[src/core/rdo_pkg.sv]
// Package for the resolver angle output and configuration block.
// Assumes a single 250 MHz clock and synchronous active-high reset.
package rdo_pkg;
    localparam int RDO_CLK_MHZ = 250;
    localparam int RDO_FOLLOW_FAST_MS = 20;
    localparam int RDO_FOLLOW_SLOW_MS = 100;
    localparam int RDO_FOLLOW_FAST_CYC = RDO_FOLLOW_FAST_MS * 1000 * RDO_CLK_MHZ;
    localparam int RDO_FOLLOW_SLOW_CYC = RDO_FOLLOW_SLOW_MS * 1000 * RDO_CLK_MHZ;
    localparam int RDO_ANGLE_W = 12;
    localparam int RDO_SER_MSB = 11;
    localparam logic [11:0] RDO_ANGLE_RST = 12'h000;
    localparam logic [1:0] RDO_RES_12 = 2'h0;
    localparam logic [1:0] RDO_RES_10 = 2'h1;

    typedef struct packed {
        logic resolution_select;
        logic pole_scale_select_lo;
        logic pole_scale_select_hi;
        logic excite_freq_select_lo;
        logic excite_freq_select_hi;
        logic accel_mode_enable;
    } rdo_cfg_type;

    typedef struct packed {
        logic serial_select_n;
        logic serial_clk;
    } rdo_ser_type;

    typedef enum logic [2:0] {
        RDO_ST_FOLLOW = 3'b001,
        RDO_ST_IDLE = 3'b010,
        RDO_ST_SHIFT = 3'b100
    } rdo_ser_state_type;
endpackage : rdo_pkg

[src/core/rdo_angle_output.sv]
// Angle output logic: parallel word, serial shift port, A/B pulses.
// Assumes tracked angle and test register arrive synchronous to clk;
// config pins are static; serial clock is sampled as a plain input.
// Serial clock must hold each level for at least one clk period.
// Follow-up counts are parameters so a bench can shorten them.
//
// Behaviour
// - Only 12-bit and 10-bit resolutions exist; 10-bit zeroes two LSBs.
// - Resolution select high at reset release gives 10 bits, else 12.
// - Raising serial select early refreshes data; next read starts at MSB.
// - Serial and parallel outputs work independently of each other.
// - Pole scale inputs never change the parallel absolute angle.
// - Both frequency selects low put the test register on the parallel word.
// - Initial follow-up lasts 100 ms without, 20 ms with acceleration mode.
// - A/B quadrature pulses follow the tracked angle; duty may be irregular.
`timescale 1ns/1ps
`default_nettype none
module rdo_angle_output import rdo_pkg::*; #(
    parameter int FOLLOW_FAST_CYC = RDO_FOLLOW_FAST_CYC,
    parameter int FOLLOW_SLOW_CYC = RDO_FOLLOW_SLOW_CYC
) (
    input wire logic clk,
    input wire logic reset,
    input wire rdo_cfg_type cfg,
    input wire rdo_ser_type ser,
    input wire logic [11:0] tracked_angle,
    input wire logic [11:0] internal_op_register,
    output logic [11:0] parallel_angle_word,
    output logic serial_data_out,
    output logic enc_a,
    output logic enc_b,
    output logic follow_done,
    output logic internal_velocity_test,
    output logic ten_bit_mode
);
    logic res10_ff;
    logic strap_taken_ff;
    logic [31:0] follow_cnt_ff;
    logic follow_done_ff;
    logic [11:0] par_ff;
    logic vel_test_ff;
    rdo_ser_state_type ser_st_ff;
    logic [11:0] shreg_ff;
    logic sck_d_ff;
    logic sdo_ff;
    logic enc_a_ff;
    logic enc_b_ff;
    logic [11:0] masked;
    logic sck_rise;
    logic read_start;
    logic shifting;

    function automatic logic [11:0] res_mask(input logic [11:0] a,
                                             input logic r10);
        res_mask = r10 ? {a[11:2], 2'h0} : a;
    endfunction : res_mask

    // One quadrature cycle per four counts of the lowest active bit pair
    function automatic logic [1:0] quad_ab(input logic [1:0] pair);
        quad_ab = {pair[1], pair[1] ^ pair[0]};
    endfunction : quad_ab

    // Both frequency selects low is the factory velocity test setting
    function automatic logic test_setting(input rdo_cfg_type c);
        test_setting = !c.excite_freq_select_lo && !c.excite_freq_select_hi;
    endfunction : test_setting

    function automatic logic [31:0] follow_limit(input logic accel);
        if (accel) begin
            follow_limit = 32'(FOLLOW_FAST_CYC - 1);
        end else begin
            follow_limit = 32'(FOLLOW_SLOW_CYC - 1);
        end
    endfunction : follow_limit

    assign masked = res_mask(tracked_angle, res10_ff);

    // Strap caught by a clocked process right after reset release
    always_ff @(posedge clk) begin
        if (reset) begin
            res10_ff <= 1'b0;
            strap_taken_ff <= 1'b0;
        end else if (!strap_taken_ff) begin
            res10_ff <= cfg.resolution_select;
            strap_taken_ff <= 1'b1;
        end else if (follow_done_ff) begin
            // Later change allowed once follow-up is complete
            res10_ff <= cfg.resolution_select;
        end
    end

    always_ff @(posedge clk) begin
        if (reset) begin
            follow_cnt_ff <= 32'h00000000;
        end else if (!follow_done_ff) begin
            follow_cnt_ff <= follow_cnt_ff + 32'h00000001;
        end
    end

    // Acceleration is read live, so a late change moves the deadline
    always_ff @(posedge clk) begin
        if (reset) begin
            follow_done_ff <= 1'b0;
        end else if (!follow_done_ff) begin
            if (follow_cnt_ff >= follow_limit(cfg.accel_mode_enable)) begin
                follow_done_ff <= 1'b1;
            end
        end
    end

    // Pole scale pins are deliberately not read here
    always_ff @(posedge clk) begin
        if (reset) begin
            par_ff <= RDO_ANGLE_RST;
        end else if (test_setting(cfg)) begin
            par_ff <= internal_op_register;
        end else begin
            par_ff <= masked;
        end
    end

    always_ff @(posedge clk) begin
        if (reset) begin
            vel_test_ff <= 1'b0;
        end else begin
            vel_test_ff <= test_setting(cfg);
        end
    end

    // Serial clock edge is seen as sampled low, then high on the next edge
    always_ff @(posedge clk) begin
        if (reset) begin
            sck_d_ff <= 1'b0;
        end else begin
            sck_d_ff <= ser.serial_clk;
        end
    end

    // Edge decode shared by the snapshot and the data bit; start and shift decodes feed only the data bit
    assign sck_rise = ser.serial_clk && !sck_d_ff;
    assign read_start = !ser.serial_select_n &&
                        (ser_st_ff == RDO_ST_FOLLOW || ser_st_ff == RDO_ST_IDLE);
    assign shifting = !ser.serial_select_n && (ser_st_ff == RDO_ST_SHIFT);

    // Serial side keeps its own snapshot so the parallel path never waits
    always_ff @(posedge clk) begin
        if (reset) begin
            ser_st_ff <= RDO_ST_FOLLOW;
        end else begin
            case (ser_st_ff)
                RDO_ST_FOLLOW: begin
                    if (!ser.serial_select_n) begin
                        ser_st_ff <= RDO_ST_SHIFT;
                    end else begin
                        ser_st_ff <= RDO_ST_IDLE;
                    end
                end
                RDO_ST_IDLE: begin
                    if (!ser.serial_select_n) begin
                        ser_st_ff <= RDO_ST_SHIFT;
                    end
                end
                RDO_ST_SHIFT: begin
                    if (ser.serial_select_n) begin
                        ser_st_ff <= RDO_ST_IDLE;
                    end
                end
                default: begin
                    ser_st_ff <= RDO_ST_IDLE;
                end
            endcase
        end
    end

    always_ff @(posedge clk) begin
        if (reset) begin
            shreg_ff <= RDO_ANGLE_RST;
        end else if (ser_st_ff != RDO_ST_SHIFT) begin
            shreg_ff <= masked;
        end else if (ser.serial_select_n) begin
            shreg_ff <= masked;
        end else if (sck_rise) begin
            shreg_ff <= {shreg_ff[10:0], 1'b0};
        end
    end

    // Data bit holds its last value while deselected; the host ignores it
    always_ff @(posedge clk) begin
        if (reset) begin
            sdo_ff <= 1'b0;
        end else if (read_start) begin
            sdo_ff <= masked[RDO_SER_MSB];
        end else if (shifting && sck_rise) begin
            sdo_ff <= shreg_ff[RDO_SER_MSB - 1];
        end
    end

    // Quadrature from the two lowest active bits; duty follows the tracker
    always_ff @(posedge clk) begin
        if (reset) begin
            enc_a_ff <= 1'b0;
            enc_b_ff <= 1'b0;
        end else if (res10_ff) begin
            {enc_b_ff, enc_a_ff} <= quad_ab(tracked_angle[3:2]);
        end else begin
            {enc_b_ff, enc_a_ff} <= quad_ab(tracked_angle[1:0]);
        end
    end

    // Every output is a flop; nothing combinational leaves the block
    assign parallel_angle_word = par_ff;
    assign serial_data_out = sdo_ff;
    assign enc_a = enc_a_ff;
    assign enc_b = enc_b_ff;
    assign follow_done = follow_done_ff;
    assign internal_velocity_test = vel_test_ff;
    assign ten_bit_mode = res10_ff;
endmodule : rdo_angle_output
`default_nettype wire

[config.mk]
export PLATFORM = sky130hd
export DESIGN_NAME = rdo_angle_output
export DESIGN_NICKNAME = d
export VERILOG_FILES = /design/src/core/rdo_pkg.sv /design/src/core/rdo_angle_output.sv
export SDC_FILE = /design/constraint.sdc
export NUM_CORES = 1
export LEC_CHECK = 0
export ABC_AREA = 1
export BUFFER_PORTS_ARGS = -buffer_cell sky130_fd_sc_hd__buf_2
export CAP_MARGIN = 20
export CORE_UTILIZATION = 45
export CTS_CLUSTER_SIZE = 16
export DETAILED_ROUTE_END_ITERATION = 7
export PLACE_DENSITY = 0.77
export SKIP_CTS_REPAIR_TIMING = 1
export SLEW_MARGIN = 30
export SYNTH_ARGS = -nofsm -noshare
export SYNTH_HDL_FRONTEND = slang
export SYNTH_SLANG_ARGS = --single-unit
[constraint.sdc]
create_clock -name clk -period 1.8 [get_ports clk]
set_input_delay 0.18 -clock clk [delete_from_list [all_inputs] [get_ports clk]]
set_output_delay 0.18 -clock clk [all_outputs]
set_load 0.005 [all_outputs]
Word-level counts from Yosys, hierarchy flattened
Index checks and enable logic that the tools add are counted.
- $add $sub $neg: 1
- $lt $le $gt $ge: 1
- eq/ne operators: 7
- muxes and demuxes: 21
- bitwise logic cells: 2
- reductions and logical operators: 13
- operator list (operator ; count):
    32-bit 2-to-1 mux ; 2
    11-bit 2-to-1 mux ; 3
    32-bit by 1-bit adder with 32-bit output (second input constant) ; 1
    32-bit >= comparator ; 1
    25-bit 2-to-1 mux ; 1
    12-bit 2-to-1 mux ; 1
    1-bit 2-to-1 mux ; 9
    3-bit 2-to-1 mux ; 3
    3-bit case mux with 3 select lines ; 1
    1-bit logical AND ; 5
    1-bit logical NOT ; 4
    2-bit inequality test (second input constant) ; 2
    3-bit by 1-bit equality test with 1-bit output (second input constant) ; 1
    3-bit by 2-bit equality test with 1-bit output (second input constant) ; 1
    3-bit equality test (second input constant) ; 1
    3-bit inequality test (second input constant) ; 1
    3-bit nonzero test ; 1
    2-bit 2-to-1 mux ; 1
    2-bit by 1-bit inequality test with 1-bit output (second input constant) ; 1
    2-bit AND reduction ; 1
    2-bit nonzero test ; 1
    1-bit XOR ; 2
    1-bit logical OR ; 1
- flip-flop bits (word level): 66
- bits of input ports: 34
- output and inout bits: 18
- logic and storage cells: 57

Longest topological paths before layout
- depth in word-level cells: 6
- mapped depth: 10
- depth with buffers taken out: 10

Worst setup path after synthesis
OpenSTA, ideal clock, no wires.
- kind: flip-flop to flip-flop
- start point: register follow_cnt_ff[0]
- end point: register follow_cnt_ff[24]
- setup time: 0.113 ns
- arrival: 1.267 ns
- required time: 1.687 ns
- setup slack: 0.419 ns
- cell stages (with the launch flop): 9
- buffers on the path: 0
- period minus slack after synthesis: 1.381 ns
- cell sequence: dfxtp_1 -> ha_1 -> nand3_1 -> nor2_1 -> nand3_4 -> nor2_4 -> nand3_1 -> o21ai_1 -> nor2_1
- longest elaborated chain between the ends: 1
- RTL lines (element ; RTL line ; text):
    from (decl) ; rdo_angle_output.sv:38 ; logic [31:0] follow_cnt_ff;
    from (signal assigned) ; rdo_angle_output.sv:96 ; follow_cnt_ff <= follow_cnt_ff + 32'h00000001;
    32-bit by 1-bit adder with 32-bit output ; rdo_angle_output.sv:96 ;
No other way between the ends.
A chain may end at the register's enable or synchronous reset.

Final worst setup path
- start point: register follow_cnt_ff[0]
- end point: register follow_cnt_ff[26]
The elaborated chain is that of the path after synthesis.

==> flow_summary.rst <==
.. list-table::
   :header-rows: 1

   * - Metric
     - Value
   * - Run status
     - finished clean
   * - Required time at the worst-slack endpoint
     - 2.03 ns
   * - Relative max-transition margin
     - 0.6582
   * - Family with the most delay on the worst path
     - simple AND/OR/NAND/NOR gates
   * - Initial antenna violation count
     - 0
   * - Half-perimeter wire length after detailed placement
     - 5726 um
   * - GRT Overall Usage
     - 0.2115
   * - Ys async rst share
     - 0
   * - Average routed wire per standard cell
     - 11.88 um
   * - Setup repair after global routing missed its margin
     - false
   * - Setup tns final
     - 0 ns
   * - Floorplan Core Area
     - 7214 sq um
   * - Commonest cells after routing, fill and taps aside
     - sky130_fd_sc_hd__nand2_1 (123), sky130_fd_sc_hd__nor2_1 (75), sky130_fd_sc_hd__inv_1 (72), sky130_fd_sc_hd__dfxtp_1 (66), sky130_fd_sc_hd__buf_2 (49)
   * - Critical-path maximum fanout
     - 5
   * - Post-Syn Area per Cell
     - between 6 and 7 sq um
   * - Worst clock skew
     - 0.007810 ns
   * - Final instance area
     - 3892 sq um
   * - Count of fill cells added during filler insertion
     - 725
   * - Peak ir drop on the vdd network
     - 0.0003995 V
   * - Measured slew at the worst slew-check pin
     - 0.5121 ns
   * - Y dimension of the die
     - between 80 and 90 um
   * - Hold Violations, Final
     - 0
   * - Post-placement cell area
     - about 3700 sq um
   * - Vias in the first global route
     - between 2,000 and 3,000
   * - TritonCTS clock tree
     - yes
   * - Maximum single-stage delay on the critical path
     - 0.39 ns
   * - Arrival time at the worst endpoint
     - 1.81 ns
   * - Final RePlAce weighted congestion
     - 0.8963
   * - Pins over their slew limit
     - 0
   * - Number of clock sinks
     - 66
   * - Die ar.
     - 7790 sq um
   * - Pin count of the biggest net entering global routing
     - 32
   * - Total wirelength of the detailed-routed design
     - 7746 um
   * - Post-Syn Instances
     - 494
   * - Number of max-cap violations
     - 0
   * - Kind of end point of the critical path
     - register
   * - Initial DRT Pass Iterations
     - 5
   * - Met2 wire len
     - 3718 um
   * - Number of unique standard cell types used by synthesis
     - 29
   * - Count of boundary I/O pins
     - 52
   * - Synth Net Count
     - about 540
   * - CTS Buf Count
     - 9
   * - Buffers added on ports
     - slightly below 50
   * - Total number of placement rows
     - 31
   * - Antenna viol nets, final
     - 0
   * - Number of nets in the layout
     - 591
   * - Portion of the clock cycle consumed by the worst path in the final layout
     - 0.8800
   * - Most instantiated flip-flop cell in the synthesis netlist
     - sky130_fd_sc_hd__dfxtp_1
   * - Number of vias after detailed routing
     - 3,212
   * - Top routing layer in use
     - met4
   * - Sequential area share after synthesis
     - 0.3946
   * - Critical Path Slowest Stage Cell
     - sky130_fd_sc_hd__dfxtp_1
   * - Post-synthesis cell area
     - 3348 sq um
   * - Synth-to-layout area growth
     - 16.26%
   * - Count of yosys warnings during synthesis
     - 0
   * - Final setup vio count
     - 0
   * - Power density over cell area
     - 769.6 nW/um^2
   * - Tmin final
     - 1.584 ns
   * - CP Launch Type
     - register
   * - Leak
     - 1.742 nW
   * - # diodes
     - 0
   * - Post-route met1 wirelength
     - 3595 um
   * - Setup CP Type
     - reg -> reg
   * - Number of enable flip-flop cells after synthesis
     - 0
   * - Clock-pin transition on the worst setup and hold timing paths
     - 0.07 ns
   * - Clock Tree Root
     - sky130_fd_sc_hd__clkbuf_8
   * - Post-DR vias/cell
     - 4.926
   * - Largest buffer count on any clock path
     - 2
   * - Die width
     - between 80 and 90 um
   * - Effective utilization at floorplan
     - 0.4641
   * - Starting DRC count in detailed routing
     - 193
   * - Wire length of the first global-routing pass
     - 12,800 um
   * - Remaining design rule violation count
     - 0
   * - Aggregate global routing overflow
     - 0
   * - Worst Hold Class
     - in -> reg
   * - Fraction of layout instances using a drive strength above 1
     - 0.1555
   * - Upper clock frequency limit
     - 631.3 MHz
   * - Most common cell after layout, fill and taps aside
     - sky130_fd_sc_hd__nand2_1
   * - Worst-skew pair later-pin latency
     - 0.35 ns
   * - Met3 wire length
     - 334 um
   * - Register bit total from synthesis
     - 66
   * - Buffers & Inverters on Critical Path
     - 0
   * - Number of H-tree levels
     - 3
   * - Chain of cells forming the critical path
     - ha_1, nand3_1, nor2_4, nand4_4, nor2_4, nand3_1, nand2_1, nor2_1
## worst register-to-register path, delay by kind of cell (launching register included)
family | cells | cell delay (ns)
flip-flops | 1 | 0.39
adder cells (fa/ha/maj) | 1 | 0.20
AND/OR/NAND/NOR | 7 | 0.89
## sequential cells by signal (all words and copies together) (netlist names)
signal                  cells
follow_done                 1
enc_b                       1
enc_a                       1
parallel_angle_word        12
strap_taken_ff              1
ten_bit_mode                1
ser_st_ff                   3
internal_velocity_test      1
shreg_ff                   11
follow_cnt_ff              32
serial_data_out             1
sck_d_ff                    1
## cell usage after synthesis, types with 2 or more instances
| cell | count | area (sq um) |
|---|---|---|
| sky130_fd_sc_hd__nand2_1 | 123 | 461.7 |
| sky130_fd_sc_hd__nor2_1 | 75 | 281.5 |
| sky130_fd_sc_hd__inv_1 | 72 | 270.3 |
| sky130_fd_sc_hd__dfxtp_1 | 66 | 1321 |
| sky130_fd_sc_hd__a21oi_1 | 31 | 155.2 |
| sky130_fd_sc_hd__o21ai_0 | 29 | 145.1 |
| sky130_fd_sc_hd__nand3_1 | 24 | 120.1 |
| sky130_fd_sc_hd__nand4_1 | 10 | 62.56 |
| sky130_fd_sc_hd__ha_1 | 9 | 112.6 |
| sky130_fd_sc_hd__clkbuf_1 | 8 | 30.03 |
| sky130_fd_sc_hd__nor3_1 | 8 | 40.04 |
| sky130_fd_sc_hd__nor2_4 | 7 | 78.83 |
| sky130_fd_sc_hd__xor2_1 | 4 | 35.03 |
| sky130_fd_sc_hd__nand2_2 | 3 | 18.77 |
| sky130_fd_sc_hd__nand4_2 | 3 | 37.54 |
| sky130_fd_sc_hd__o211ai_1 | 3 | 22.52 |
| sky130_fd_sc_hd__o21ai_1 | 3 | 15.01 |
| sky130_fd_sc_hd__o221ai_1 | 3 | 26.28 |
| sky130_fd_sc_hd__a22oi_1 | 2 | 15.01 |
| sky130_fd_sc_hd__a31oi_1 | 2 | 12.51 |
## metal layers
metal / vias to the layer above / global-route usage
met5: - / 0
met4: 0 / 0.09824
met3: 8 / 0.03638
met2: 76 / 0.3364
met1: 1447 / 0.2807
li1: 1681 / -
## per-stage QoR
stage / setup WS (ns) / utilization / cells / power (W) / hold slack, ns
3_5_place_dp: 0.2384 / 0.5127 / 636 / 0.001793 / 0.4033
3_3_place_gp: 0.2812 / 0.5127 / 636 / 0.001785 / 0.3948
6_report: 0.2160 / 0.5395 / 652 / 0.002996 / 0.05016
2_1_floorplan: 0.4194 / - / 494 / 0.001694 / 0.2704
4_1_cts: 0.2122 / 0.5395 / 652 / 0.003025 / 0.04398
5_1_grt: 0.07649 / 0.5395 / 652 / 0.003120 / 0.06227
## power by group
group	internal [W]	switching (W)	leakage (nW)	total, W
logic	0.0000938	0.000130	1.10	0.000224
clock network	0.000636	0.000598	0.0990	0.00123
registers	0.00151	0.0000239	0.541	0.00154
total	0.00224	0.000752	1.74	0.00300
## logic make-up (layout without fill, tap and decap cells)
logic type | Yosys count | in the layout | synth area share
adders and majority gates | 9 | 9 | 0.03363
xor gates and xnor gates | 4 | 4 | 0.01046
AOI/OAI and AO/OA | 75 | 75 | 0.1211
DFF | 66 | 66 | 0.3946
and+or+nand+nor | 256 | 256 | 0.3423
buffers and inverters | 84 | 143 | 0.09790
## final cells by class
| type | instances | area, sq um | share of cell area |
|---|---|---|---|
| flip-flops and latches | 66 | 1321 | 0.3394 |
| clock inverters | 7 | 70.07 | 0.01800 |
| inverters | 74 | 279.0 | 0.07168 |
| well taps | 99 | 123.9 | 0.03182 |
| multi-input cells | 344 | 1699 | 0.4365 |
| repair buffers | 53 | 275.3 | 0.07072 |
| clock buffers | 9 | 123.9 | 0.03182 |
## path summary, 6_finish.rpt
kind / start / end / slack, ns / cells after the start
setup / recovery: follow_cnt_ff[0] / follow_cnt_ff[26] / 0.22 / 8
hold / removal: ser[0] / sck_d_ff / 0.05 / 3
setup reg to reg: follow_cnt_ff[0] / follow_cnt_ff[26] / 0.22 / 8
hold reg to reg: strap_taken_ff / ten_bit_mode / 0.50 / 2
Note: power is estimated with default switching activity, not from simulation.
